--- src/qps_regs.vh ---
`ifndef QPS_REGS_VH
`define QPS_REGS_VH

// ==========================================================
// Widths
`define QPS_PC_W 13
`define QPS_INSN_W 14
`define QPS_DATA_W 8
`define QPS_DADDR_W 7
`define QPS_JTGT_W 11

// ==========================================================
// Phase codes, one-hot, Q1 in bit 0
`define QPS_PH_W 4
`define QPS_PH_Q1 4'h1
`define QPS_PH_Q2 4'h2
`define QPS_PH_Q3 4'h4
`define QPS_PH_Q4 4'h8

// ==========================================================
// Vectors and memory sizes
`define QPS_RESET_VEC 13'h0000
`define QPS_IRQ_VEC 13'h0004
`define QPS_PROG_WORDS_SMALL 1024
`define QPS_PROG_WORDS_LARGE 2048

// ==========================================================
// Instruction fields
`define QPS_OPC_HI 13
`define QPS_OPC_LO 11
`define QPS_JMP_OPC 3'h5

`endif

--- src/qps_phase_gen.v ---
`include "qps_regs.vh"

// ==========================================================
// Divide-by-four ring giving one-hot Q1..Q4 phases
module qps_phase_gen #(
   parameter PHASES = `QPS_PH_W
) (
   mclk,
   arst_n,
   phase
);
   input wire mclk;
   input wire arst_n;
   output reg [PHASES-1:0] phase;

   // Ring of one-hot bits; never two phases high at once
   always @(posedge mclk or negedge arst_n) begin
      if (!arst_n) begin
         phase <= `QPS_PH_Q1;
      end else begin
         phase <= {phase[PHASES-2:0], phase[PHASES-1]};
      end
   end
endmodule // qps_phase_gen

--- src/qps_sequencer.v ---
`include "qps_regs.vh"

// Function
// - Divide input clock by four into non-overlapping phases Q1 to Q4.
// - Program counter increments in Q1, starting each fetch cycle.
// - Fetched word is captured at Q4 into the instruction register.
// - Captured instruction executes over Q2, Q3, Q4 of the next cycle.
// - Operand read from data memory in Q2, result written in Q4.
// - Fetch overlaps execute, giving one instruction per cycle.
// - Program counter changes take two cycles; fetched word is discarded.
// - Program counter is 13 bits, addressing 8K words of 14 bits.
// - Addresses above the implemented 1K or 2K words wrap around.
// - After reset fetching starts at address zero.
// - A taken interrupt loads the interrupt vector into the counter.
module qps_sequencer #(
   parameter PROG_WORDS = `QPS_PROG_WORDS_LARGE,
   parameter [2:0] JMP_OPC = `QPS_JMP_OPC
) (
   mclk,
   arst_n,
   q1_clk,
   q2_clk,
   q3_clk,
   q4_clk,
   prog_addr,
   prog_rd,
   prog_data,
   ir_word,
   ir_valid,
   exec_pc,
   data_addr,
   data_rd,
   data_rdata,
   operand,
   alu_result,
   alu_wr_en,
   alu_pc_load,
   alu_pc_target,
   data_wr,
   data_wdata,
   irq_req,
   irq_ack,
   irq_ret_addr,
   jump_taken
);
   input wire mclk;
   input wire arst_n;
   output wire q1_clk;
   output wire q2_clk;
   output wire q3_clk;
   output wire q4_clk;
   output wire [`QPS_PC_W-1:0] prog_addr;
   output wire prog_rd;
   input wire [`QPS_INSN_W-1:0] prog_data;
   output wire [`QPS_INSN_W-1:0] ir_word;
   output wire ir_valid;
   output wire [`QPS_PC_W-1:0] exec_pc;
   output wire [`QPS_DADDR_W-1:0] data_addr;
   output wire data_rd;
   input wire [`QPS_DATA_W-1:0] data_rdata;
   output wire [`QPS_DATA_W-1:0] operand;
   input wire [`QPS_DATA_W-1:0] alu_result;
   input wire alu_wr_en;
   input wire alu_pc_load;
   input wire [`QPS_PC_W-1:0] alu_pc_target;
   output wire data_wr;
   output wire [`QPS_DATA_W-1:0] data_wdata;
   input wire irq_req;
   output wire irq_ack;
   output wire [`QPS_PC_W-1:0] irq_ret_addr;
   output wire jump_taken;

   // ==========================================================
   // Constants
   // Mask worked out at full width, then cut to the counter width on purpose
   localparam [31:0] ADDR_MASK_FULL = PROG_WORDS - 1;
   localparam [`QPS_PC_W-1:0] ADDR_MASK = ADDR_MASK_FULL[`QPS_PC_W-1:0];
   localparam [`QPS_PC_W-1:0] PC_ONE = 13'h0001;

   // ==========================================================
   // Phase generator
   wire [`QPS_PH_W-1:0] phase;
   wire ph_q1;
   wire ph_q2;
   wire ph_q3;
   wire ph_q4;

   qps_phase_gen #(
      .PHASES(`QPS_PH_W)
   ) u_phase (
      .mclk(mclk),
      .arst_n(arst_n),
      .phase(phase)
   );

   assign ph_q1 = phase[0];
   assign ph_q2 = phase[1];
   assign ph_q3 = phase[2];
   assign ph_q4 = phase[3];

   // Phase outputs come straight from the ring flops
   assign q1_clk = ph_q1;
   assign q2_clk = ph_q2;
   assign q3_clk = ph_q3;
   assign q4_clk = ph_q4;

   // ==========================================================
   // State
   reg [`QPS_PC_W-1:0] pc_q;
   reg [`QPS_PC_W-1:0] pc_d;
   reg [`QPS_PC_W-1:0] fetch_addr_q;
   reg prog_rd_q;
   reg [`QPS_INSN_W-1:0] ir_q;
   reg ir_valid_q;
   reg [`QPS_PC_W-1:0] exec_pc_q;
   reg data_rd_q;
   reg [`QPS_DATA_W-1:0] operand_q;
   reg data_wr_q;
   reg [`QPS_DATA_W-1:0] data_wdata_q;
   reg pcld_q;
   reg [`QPS_PC_W-1:0] pctgt_q;
   reg irq_ack_q;
   reg [`QPS_PC_W-1:0] irq_ret_q;
   reg jump_taken_q;

   // ==========================================================
   // Decode
   wire is_jump;
   wire [`QPS_PC_W-1:0] jump_target;
   wire redirect;
   wire [`QPS_PC_W-1:0] redirect_target;
   wire take_irq;

   // jump_instruction: opcode in the top bits, target in the low bits
   assign is_jump = ir_valid_q && (ir_q[`QPS_OPC_HI:`QPS_OPC_LO] == JMP_OPC);
   // Upper counter bits are cleared, so a jump reaches only the low 2K words
   assign jump_target = {{(`QPS_PC_W-`QPS_JTGT_W){1'b0}}, ir_q[`QPS_JTGT_W-1:0]};

   // Any change of flow, decoded or reported by the execute unit
   assign redirect = is_jump || (ir_valid_q && pcld_q);
   assign redirect_target = is_jump ? jump_target : pctgt_q;

   // Interrupt waits while a branch is retiring so the return address is right
   assign take_irq = irq_req && !redirect;

   // ==========================================================
   // Phase-qualified strobes
   // Each one is true in a single phase, so the flops below pulse once a slot
   wire exec_rd_go;
   wire exec_wr_go;
   wire redirect_now;
   wire irq_now;
   wire flush_now;

   assign exec_rd_go = ph_q1 && ir_valid_q;
   assign exec_wr_go = ph_q3 && ir_valid_q && alu_wr_en && !is_jump;
   assign redirect_now = ph_q4 && redirect;
   assign irq_now = ph_q4 && take_irq;
   assign flush_now = redirect_now || irq_now;

   // ==========================================================
   // Program counter
   always @* begin
      pc_d = pc_q;
      case (phase)
         `QPS_PH_Q1: begin
            pc_d = pc_q + PC_ONE;
         end
         `QPS_PH_Q4: begin
            // Redirect outranks the interrupt; the request is seen again next slot
            if (redirect) begin
               pc_d = redirect_target;
            end else if (take_irq) begin
               pc_d = `QPS_IRQ_VEC;
            end
         end
         default: begin
            pc_d = pc_q;
         end
      endcase
   end

   always @(posedge mclk or negedge arst_n) begin
      if (!arst_n) begin
         pc_q <= `QPS_RESET_VEC;
      end else begin
         pc_q <= pc_d;
      end
   end

   // ==========================================================
   // Fetch stage
   // Address is taken from the counter as it increments, so the word
   // fetched in a cycle is the one at the pre-increment value
   always @(posedge mclk or negedge arst_n) begin
      if (!arst_n) begin
         fetch_addr_q <= `QPS_RESET_VEC;
         prog_rd_q <= 1'b0;
      end else begin
         if (ph_q1) begin
            fetch_addr_q <= pc_q;
         end
         prog_rd_q <= ph_q1;
      end
   end

   // Upper address bits fold back into the implemented space
   assign prog_addr = fetch_addr_q & ADDR_MASK;
   assign prog_rd = prog_rd_q;

   // ==========================================================
   // Instruction register
   // The word fetched during a redirect is dropped, not executed
   always @(posedge mclk or negedge arst_n) begin
      if (!arst_n) begin
         ir_q <= {`QPS_INSN_W{1'b0}};
         ir_valid_q <= 1'b0;
         exec_pc_q <= `QPS_RESET_VEC;
      end else if (ph_q4) begin
         ir_q <= prog_data;
         exec_pc_q <= prog_addr;
         if (flush_now) begin
            ir_valid_q <= 1'b0;
         end else begin
            ir_valid_q <= 1'b1;
         end
      end
   end

   assign ir_word = ir_q;
   assign ir_valid = ir_valid_q;
   assign exec_pc = exec_pc_q;

   // ==========================================================
   // Execute stage: operand read, result write
   assign data_addr = ir_q[`QPS_DADDR_W-1:0];

   // Operand side
   always @(posedge mclk or negedge arst_n) begin
      if (!arst_n) begin
         data_rd_q <= 1'b0;
         operand_q <= {`QPS_DATA_W{1'b0}};
      end else begin
         // Read strobe stands during Q2 only
         data_rd_q <= exec_rd_go;
         if (ph_q2 && data_rd_q) begin
            operand_q <= data_rdata;
         end
      end
   end

   // Result side
   always @(posedge mclk or negedge arst_n) begin
      if (!arst_n) begin
         data_wr_q <= 1'b0;
         data_wdata_q <= {`QPS_DATA_W{1'b0}};
         pcld_q <= 1'b0;
         pctgt_q <= `QPS_RESET_VEC;
      end else begin
         // Result and flow change sampled at the end of Q3
         if (ph_q3) begin
            data_wdata_q <= alu_result;
            pcld_q <= alu_pc_load;
            pctgt_q <= alu_pc_target;
         end
         // Write strobe stands during Q4 only
         data_wr_q <= exec_wr_go;
      end
   end

   assign data_rd = data_rd_q;
   assign operand = operand_q;
   assign data_wr = data_wr_q;
   assign data_wdata = data_wdata_q;

   // ==========================================================
   // Flow-change reporting
   // Pulses stand for the Q1 that follows the redirect
   always @(posedge mclk or negedge arst_n) begin
      if (!arst_n) begin
         jump_taken_q <= 1'b0;
         irq_ack_q <= 1'b0;
      end else begin
         jump_taken_q <= redirect_now;
         irq_ack_q <= irq_now;
      end
   end

   // Return address holds until the next interrupt is taken
   always @(posedge mclk or negedge arst_n) begin
      if (!arst_n) begin
         irq_ret_q <= `QPS_RESET_VEC;
      end else if (irq_now) begin
         // Discarded fetch is where execution resumes afterwards
         irq_ret_q <= fetch_addr_q;
      end
   end

   assign jump_taken = jump_taken_q;
   assign irq_ack = irq_ack_q;
   assign irq_ret_addr = irq_ret_q;

endmodule // qps_sequencer

--- config.mk ---
export PLATFORM = sky130hd
export DESIGN_NAME = qps_sequencer
export DESIGN_NICKNAME = d
export VERILOG_FILES = /design/src/qps_phase_gen.v /design/src/qps_sequencer.v
export VERILOG_INCLUDE_DIRS = /design/src
export SDC_FILE = /design/constraint.sdc
export NUM_CORES = 1
export LEC_CHECK = 0
export ABC_CLOCK_PERIOD_IN_PS = 1800
export CORE_AREA = 2 2 100 102
export DETAILED_ROUTE_END_ITERATION = 8
export DIE_AREA = 0 0 102 104
export DONT_BUFFER_PORTS = 1
export PLACE_DENSITY_LB_ADDON = 0.15
export SLEW_MARGIN = 40
export SYNTH_ARGS = -nofsm -noshare
export SYNTH_HDL_FRONTEND = slang
export SYNTH_SLANG_ARGS = --single-unit
--- constraint.sdc ---
create_clock -name mclk -period 1.8 [get_ports mclk]
set_input_delay 0.27 -clock mclk [delete_from_list [all_inputs] [get_ports mclk]]
set_output_delay 0.27 -clock mclk [all_outputs]
set_load 0.005 [all_outputs]
==> flow_summary_export.csv, run 1 <==
group,metric,value,unit
timing,max_freq,574,MHz
die,die-area,0.0106,sq mm
setup_path,r2r_start,"u_phase.phase[0]",
drt,firstDrtPassIters,4,
drt,viasPerCell,5.66,
yosys,ys_async_sr_fraction,100,%
timing,finalSetupViolCount,0,
timing,rsz0062_at_grt,"yes",
finish,nets,398,
yosys,synth_top_cell_area_share,54.4,%
yosys,yosysMostFrequentCell,"dfrtp_1",
clocking,post_cts_buffers,0,
global_routing,grt_pass1_vias,2773,
setup_path,cp.required,2.08,ns
yosys,synth_cells,353,
clocking,cts_tree,"built",
drt,routedWlPerCell,18.8,microns
die,die_h,104,microns
timing,period_share,96.7,%
flow_run,cap_viol_max_count,0,
run_status,violations,"negative hold slack",
finish,drive_gt1_share,36.7,%
setup_path,path_max_fanout,8,
clocking,cts_buffers,9,
timing,setup_slack,0.0585,ns
global_routing,grt_max_degree,104,
clocking,clk_pin_slew,0.09,ns
run_status,status,"complete, but fails checks",
finish,nFillCells,852,
timing,drv_slew,0,
power,finalPower,3.83,mW
power,powerDensity,764,mW/mm^2
die,pin_count,134,
yosys,synth_common_cells,"dfrtp_1, mux2_2, buf_4, mux2_1, nand2_1",
drt,wl,9170,microns
setup_path,cp.arrival,2.02,ns
setup_path,path_cells,"or4b_4, or2_0, mux2_2, o211ai_1",
yosys,ys_warn_count,0,
global_routing,grt_pass1_wl,14700,microns
drt,drtAntennaViolNets,0,
finish,synthToLayoutAreaGrowth,6.94,%
setup_path,critical_path_class,"reg -> reg",
setup_path,crit_start,"u_phase.phase[0]",
yosys,synth_edf_count,0,
placed_design,port_buffers,0,
clocking,clkLatencyLatePin,0.36,ns
yosys,synth-main-ff-cell,"dfrtp_1",
global_routing,grtUsageTotal,17.7,%
yosys,post-synth-top-area-cell,"dfrtp_1",
power,peakVddDrop,0.447,mV
setup_path,cpPeakStageDelay,0.63,ns
yosys,synth_top_cells_by_area,"dfrtp_1, mux2_2, buf_4, mux2_1, o41ai_2",
global_routing,antenna_found_initial,0,
die,rows,36,
timing,hold_viol,103,
timing,worst_hold_slack,-0.403,ns
min_path,hold_class,"in -> async",
clocking,cts_sinks,103,
drt,vias,2756,
global_routing,grt_overflow,0,
finish,n_antenna_cell,0,
clocking,cts-root-buf,"clkbuf_8",
clocking,cts_max_level,3,
yosys,avgSynthCellArea,13.3,sq um
setup_path,startpoint_type,"flip-flop",
timing,layout_min_cycle_time,1.74,ns
yosys,syn_area,0.00469,sq mm
clocking,clockBufferDepth,2,
drt,drtIter0Drc,130,
setup_path,cp-end-kind,"flip-flop",
drt,drc_errors,0,
yosys,synth.distinct_cells,54,
die,fp.coreArea,0.00955,sq mm
placed_design,place_congestion,0.815,
timing,fin_skew,0.0112,ns
yosys,synth_seq_cells,103,
setup_path,critPathSlowestCell,"dfstp_2",
die,die_w,102,microns
power,leakage,2.38,nW
die,start_util,49.1,%
placed_design,dp_hpwl,6500,microns
yosys,ys_seq_area_share,55.0,%
placed_design,preCtsSetupSlack,0.0591,ns
==> placed cells by master (no fill, tap or decap), drive strengths merged, types with 5 or more instances in the layout <==
cell	n
and2	8
inv	8
nor2	6
o41ai	8
and3	6
clkbuf	11
dfrtp	102
a21oi	8
mux2	81
mux2i	5
o32a	6
o21ai	10
nand3	6
nand2	13
buf	28
==> layout make-up <==
class	instances	area (sq um)	share of cell area (%)
Multi-Input combinational cell	202	1810	36.0
Inverter	5	18.8	0.374
Tap cell	133	166	3.32
Clock buffer	11	141	2.82
Timing Repair Buffer	28	239	4.76
Clock inverter	5	63.8	1.27
Sequential cell	103	2580	51.4
==> report_power, final <==
part | total (mW) | internal [mW] | switching [mW]
clock | 1.48 | 0.697 | 0.788
sequential | 2.33 | 2.32 | 0.00644
combinational | 0.0215 | 0.0102 | 0.0113
total | 3.83 | 3.03 | 0.805
==> worst paths after layout <==
path | slack (ns) | endpoint | cells after the start
min in group mclk | 0.02 | pctgt_q[12] | 2
worst max-delay path | 0.06 | pc_q[8] | 4
worst max register to register | 0.06 | pc_q[8] | 4
max in group asynchronous | 1.98 | u_phase.phase[0] | 0
worst min-delay path | -0.40 | data_wdata[7] | 0
worst min register to register | 0.50 | irq_ret_addr[11] | 1
==> metrics by stage <==
stage	utilization (%)	setup TNS, ns	cell area (sq um)	instances
after floorplan	-	0	4700	356
after global placement	50.2	0	4790	471
after detailed placement	50.2	0	4790	471
after CTS	52.4	0	5000	487
after global routing	52.5	-0.0281	5020	487
final	52.5	0	5020	487
==> critical path, delay by kind of cell, from the launching register on <==
kind	cells	cell delay, ns
simple gates	2	0.70
flops	1	0.63
mux	1	0.26
compound gates	1	0.07
==> cell families (layout without fill, tap and decap cells) <==
kind of cell | count (synthesis) | count (layout) | synth area share [%]
other | 1 | 4 | 0.0799
AOI/OAI and AO/OA | 49 | 49 | 8.88
adders and majority gates | 1 | 1 | 0.267
and+or+nand+nor | 62 | 62 | 8.30
DFF | 103 | 103 | 55.0
muxes | 86 | 86 | 20.5
buffers and inverters | 51 | 49 | 6.99
==> per-layer routing <==
metal	global-route usage [%]	up-vias	part of all wire (%)
li1	-	1235	-
met2	27.5	103	49
met1	24.0	1408	43
met5	0	-	0
met3	4.91	10	6.7
met4	5.90	0	1.3
==> flip-flops by register name, summed over array words and instances (netlist names), 4 cells and up <==
signal         flops
fetch_addr_q      13
ir_word           14
data_wdata         8
u_phase.phase      4
pctgt_q           13
pc_q              13
irq_ret_addr      13
operand            8
exec_pc           11
==> timing repair <==
item / CTS / global route
setup endpoints to repair: 0 / 4
hold endpoints to repair: 103 / 103
resized for setup: 0 / 3
No activity file was read; power rests on OpenSTA's default activity.
==> inputs of run 2 (changes only) <==
- HOLD_SLACK_MARGIN: not set -> 0.12
==> run 2 against run 1 <==
The run still ends with negative hold slack left. Count of clock-buffer cells in the layout unchanged. First-iteration DRC count increased by 10%. Wire length increased by 4.8%. Largest power group unchanged. Highest routed layer unchanged.
==> flow_summary_export.csv, run 2 (synthesis gave the netlist of run 1 again) <==
group,metric,value,unit
timing,fin_skew,0.0121,ns
drt,wl,9620,microns
finish,mostFrequentLayoutCell,"dfrtp_1",
flow_run,cap_viol_max_count,0,
setup_path,cp.required,2.08,ns
clocking,cts_sinks,103,
finish,nets,443,
drt,vias,2925,
die,die_h,104,microns
min_path,hold_class,"in -> async",
setup_path,cpPeakStageDelay,0.63,ns
clocking,cts_max_level,3,
timing,finalSetupViolCount,0,
global_routing,antenna_found_initial,0,
drt,firstDrtPassIters,4,
setup_path,path_delay_family,"simple AND/OR/NAND/NOR gates",
finish,final_cells,532,
die,pin_count,134,
timing,max_freq,572,MHz
global_routing,grt_overflow,0,
finish,drive_gt1_share,32.6,%
setup_path,startpoint_type,"flip-flop",
timing,drv_slew,0,
clocking,cts_buffers,9,
setup_path,critical_path_class,"reg -> reg",
power,leakage,2.56,nW
drt,drtAntennaViolNets,0,
die,fp.coreArea,0.00955,sq mm
clocking,cts-root-buf,"clkbuf_8",
drt,drc_errors,0,
setup_path,cp.arrival,2.03,ns
power,p_seq_share,59.5,%
setup_path,r2r_start,"u_phase.phase[0]",
power,peakVddDrop,0.449,mV
setup_path,r2r-end,"pc_q[8]",
setup_path,r2r_slack,0.05,ns
power,p_int,3.09,mW
setup_path,path_max_fanout,8,
placed_design,port_buffers,0,
die,die-area,0.0106,sq mm
power,clockPowerShare,38.0,%
clocking,clkLatencyLatePin,0.36,ns
timing,period_share,97.0,%
finish,final_cell_mix,"dfrtp_1, mux2_2, dlygate4sd3_1",
timing,worst_hold_slack,-0.408,ns
run_status,violations,"negative hold slack",
finish,n_antenna_cell,0,
timing,layout_min_cycle_time,1.75,ns
die,rows,36,
drt,routedWlPerCell,18.1,microns
drt,viasPerCell,5.50,
finish,synthToLayoutAreaGrowth,16.5,%
setup_path,reg2regPathDepth,4,
die,die_w,102,microns
run_status,status,"complete, but fails checks",
clocking,clockBufferDepth,2,
setup_path,cp-end-kind,"flip-flop",
finish,utilization,57.2,%
timing,tns,0,ns
power,combinationalPowerShare,2.5,%
placed_design,dpl.cell_count,471,
setup_path,worst-path-buf-inv,0,
power,powerDensity,716,mW/mm^2
placed_design,dp_hpwl,6500,microns
setup_path,crit_start,"u_phase.phase[0]",
die,start_util,49.1,%
global_routing,grt_pass1_vias,2977,
drt,drtIter0Drc,143,
finish,largest_reg_flops,14,
power,p_sw_share,21.0,%
placed_design,place_congestion,0.815,
timing,hold_viol,103,
setup_path,path_cells,"or4b_4, or2_0, mux2_2, o211ai_1",
clocking,cts_tree,"built",
setup_path,critPathSlowestCell,"dfstp_2",
global_routing,grt_max_degree,104,
setup_path,crit_cells,4,
clocking,cts_hold_buffers,45,
clocking,clk_pin_slew,0.10,ns
global_routing,grtUsageTotal,18.7,%
timing,rsz0062_at_grt,"yes",
setup_path,cp-endpoint,"pc_q[8]",
global_routing,grt_pass1_wl,15500,microns
power,switching_power,0.822,mW
## run 2: cell types whose count changed in the layout (fill, tap and decap cells not counted), sizes merged
| cell | before | now |
|---|---|---|
| dlygate4sd3 | 0 | 45 |
## run 2: worst min-delay path by stage
stage | start | to | slack, ns | depth (start not counted)
2_1_floorplan | arst_n | data_rd | -0.03 | 0
3_3_place_gp | arst_n | data_wdata[7] | -0.02 | 0
3_5_place_dp | arst_n | pctgt_q[1] | -0.02 | 0
4_1_cts | arst_n | pctgt_q[11] | -0.43 | 0
5_1_grt | arst_n | pc_q[2] | -0.44 | 0
6_report | arst_n | data_rd | -0.41 | 0
## run 2: per-stage QoR
step | power (mW) | hold WS [ns] | setup WS [ns] | cell area, sq um
2_1_floorplan | 2.40 | -0.0256 | 0.0442 | 4700
3_3_place_gp | 2.39 | -0.0234 | 0.0705 | 4790
3_5_place_dp | 2.40 | -0.0225 | 0.0591 | 4790
4_1_cts | 3.97 | -0.426 | 0.0409 | 5450
5_1_grt | 4.09 | -0.440 | -0.0185 | 5470
6_report | 3.92 | -0.408 | 0.0532 | 5470
## run 2: area by class of cell
class / instances / area (sq um)
clock buffer: 11 / 141
clock inverter: 5 / 63.8
fill: 825 / 4080
inverter: 5 / 18.8
multi-input combinational: 202 / 1810
sequential: 103 / 2580
tap: 133 / 166
timing repair buffer: 73 / 689
## run 2: metal layers
layer | track usage (%) | wire, microns
met5 | 0 | 0
met1 | 25.1 | 4050
met3 | 4.17 | 626
met2 | 30.1 | 4830
met4 | 5.90 | 104
## run 2: repair_timing
action | CTS | global route
gates resized for setup | 0 | 3
buffers inserted | 0 | 0
setup endpoints to repair | 0 | 4
hold endpoints to repair | 148 | 103
## run 2: power groups by stage
stage                     logic, mW  registers, mW  clock network (mW)
after floorplan              0.0241           2.37                   0
after CTS                    0.0968           2.33                1.54
after global placement       0.0208           2.37                   0
final                        0.0994           2.33                1.49
after detailed placement     0.0212           2.37                   0
after global routing          0.108           2.33                1.65
==> inputs of run 3 (changes only) <==
- REMOVE_ABC_BUFFERS: not set -> 1
==> run 3 against run 2 <==
The run still ends with negative hold slack left. Non-clock buffer count is 13 higher. First-iteration DRC count is 31% lower. Register-to-register slack hardly changed. Critical endpoint is now pc_q[9]. Largest cell class unchanged.
==> flow_summary_export.csv, run 3 (synthesis gave the netlist of run 1 again) <==
group,metric,value,unit
power,leakage,2.67,nW
timing,layout_min_cycle_time,1.75,ns
setup_path,cp.arrival,2.00,ns
clocking,cts_hold_buffers,45,
clocking,cts-root-buf,"clkbuf_8",
global_routing,grtUsageMet3,4.50,%
die,die_w,102,microns
setup_path,critical_path_class,"reg -> reg",
power,peakVddDrop,0.389,mV
placed_design,port_buffers,0,
finish,stdcell_area,0.00561,sq mm
finish,n_antenna_cell,0,
clocking,cts_tree,"built",
setup_path,startpoint_type,"flip-flop",
die,die-area,0.0106,sq mm
placed_design,place_congestion,0.826,
global_routing,antenna_found_initial,0,
timing,fin_skew,0.0131,ns
setup_path,cp.required,2.05,ns
finish,drive_gt1_share,34.0,%
power,p_seq_share,56.4,%
finish,synthToLayoutAreaGrowth,19.7,%
global_routing,gr-usage-met1,26.5,%
drt,viasPerCell,5.39,
die,fp.coreArea,0.00955,sq mm
power,switching_power,0.800,mW
die,die_h,104,microns
power,clockPowerShare,41.1,%
global_routing,grt_pass1_wl,15900,microns
run_status,status,"complete, but fails checks",
placed_design,dp_hpwl,6570,microns
timing,worst_hold_slack,-0.411,ns
die,pin_count,134,
drt,drtAntennaViolNets,0,
power,p_int,3.32,mW
timing,hold_viol,103,
setup_path,cp-end-kind,"flip-flop",
drt,drc_errors,0,
placed_design,placed_cell_area,0.00487,sq mm
die,rows,36,
setup_path,path_max_fanout,8,
power,combinationalPowerShare,2.4,%
global_routing,busiest_layer,"met2",
timing,period_share,97.3,%
global_routing,grtUsageTotal,19.4,%
clocking,clockBufferDepth,2,
drt,wl,9730,microns
power,p_sw_share,19.4,%
global_routing,gr-usage-met2,29.8,%
finish,nets,456,
drt,vias,2939,
timing,drv_slew,0,
drt,drtIter0Drc,99,
run_status,violations,"negative hold slack",
finish,mostFrequentLayoutCell,"dfrtp_1",
clocking,cts_max_level,3,
min_path,hold_class,"in -> async",
clocking,cts_sinks,103,
drt,firstDrtPassIters,4,
timing,max_freq,571,MHz
global_routing,grt_overflow,0,
global_routing,grt_max_degree,104,
clocking,clk_pin_slew,0.09,ns
power,powerDensity,735,mW/mm^2
timing,rsz0062_at_grt,"yes",
timing,finalSetupViolCount,0,
timing,tns,0,ns
finish,final_cell_mix,"dfrtp_1, mux2_2, dlygate4sd3_1",
clocking,clkLatencyLatePin,0.37,ns
die,start_util,49.1,%
drt,routedWlPerCell,17.9,microns
flow_run,cap_viol_max_count,0,
finish,largest_reg_flops,14,
clocking,cts_buffers,9,
global_routing,grt_pass1_vias,3149,
[run 3: power groups by stage]
stage / logic [mW] / registers [mW] / clock network, mW
after floorplan: 0.0168 / 2.37 / 0
after global placement: 0.0230 / 2.37 / 0
after detailed placement: 0.0238 / 2.37 / 0
after CTS: 0.0993 / 2.33 / 1.74
after global routing: 0.108 / 2.33 / 1.85
final: 0.101 / 2.33 / 1.70
[run 3: final timing paths]
check	startpoint	to	slack (ns)	cells past startpoint
hold / removal	arst_n	exec_pc[8]	-0.41	0
setup reg to reg	u_phase.phase[0]	pc_q[9]	0.05	4
min in group mclk	irq_req	ir_valid	0.14	2
setup / recovery	u_phase.phase[0]	pc_q[9]	0.05	4
hold reg to reg	fetch_addr_q[11]	irq_ret_addr[11]	0.49	1
max in group asynchronous	arst_n	u_phase.phase[0]	1.96	0
[run 3: cell type report]
class                      count  area, sq um
clock buffer                  11          131
tap                          133          166
inverter                       5         18.8
sequential                   103         2580
timing repair buffer          86          812
fill                         810         3940
multi-input combinational    202         1800
clock inverter                 5          106
[run 3: through the flow]
| step | cells | hold WS, ns | power, mW | setup slack (ns) | util [%] |
|---|---|---|---|---|---|
| 2_1_floorplan | 310 | -0.0256 | 2.39 | -0.467 | - |
| 4_1_cts | 540 | -0.434 | 4.17 | 0.0485 | 58.2 |
| 5_1_grt | 545 | -0.454 | 4.29 | -0.00779 | 58.8 |
| 3_5_place_dp | 479 | -0.0222 | 2.40 | 0.0647 | 51.0 |
| 6_report | 545 | -0.411 | 4.12 | 0.0479 | 58.8 |
| 3_3_place_gp | 479 | -0.0225 | 2.40 | 0.0955 | 51.0 |
[run 3: worst max-delay path, stage by stage, from the launching register on]
cell     delay, ns
dfstp_2       0.58
buf_4         0.19
nor4_2        0.08
or3_1         0.40
o32a_1        0.38
[run 3: repair_timing]
item,in CTS,in global routing
buffers inserted,0,5
gates resized for setup,0,2
endpoints found under the setup margin,0,2
endpoints found under the hold margin,148,103
[run 3: per-layer routing]
metal / part of all wire [%] / vias up
met5: 0 / -
met1: 44 / 1461
met4: 1.9 / 0
li1: - / 1359
met3: 5.7 / 16
met2: 48 / 103
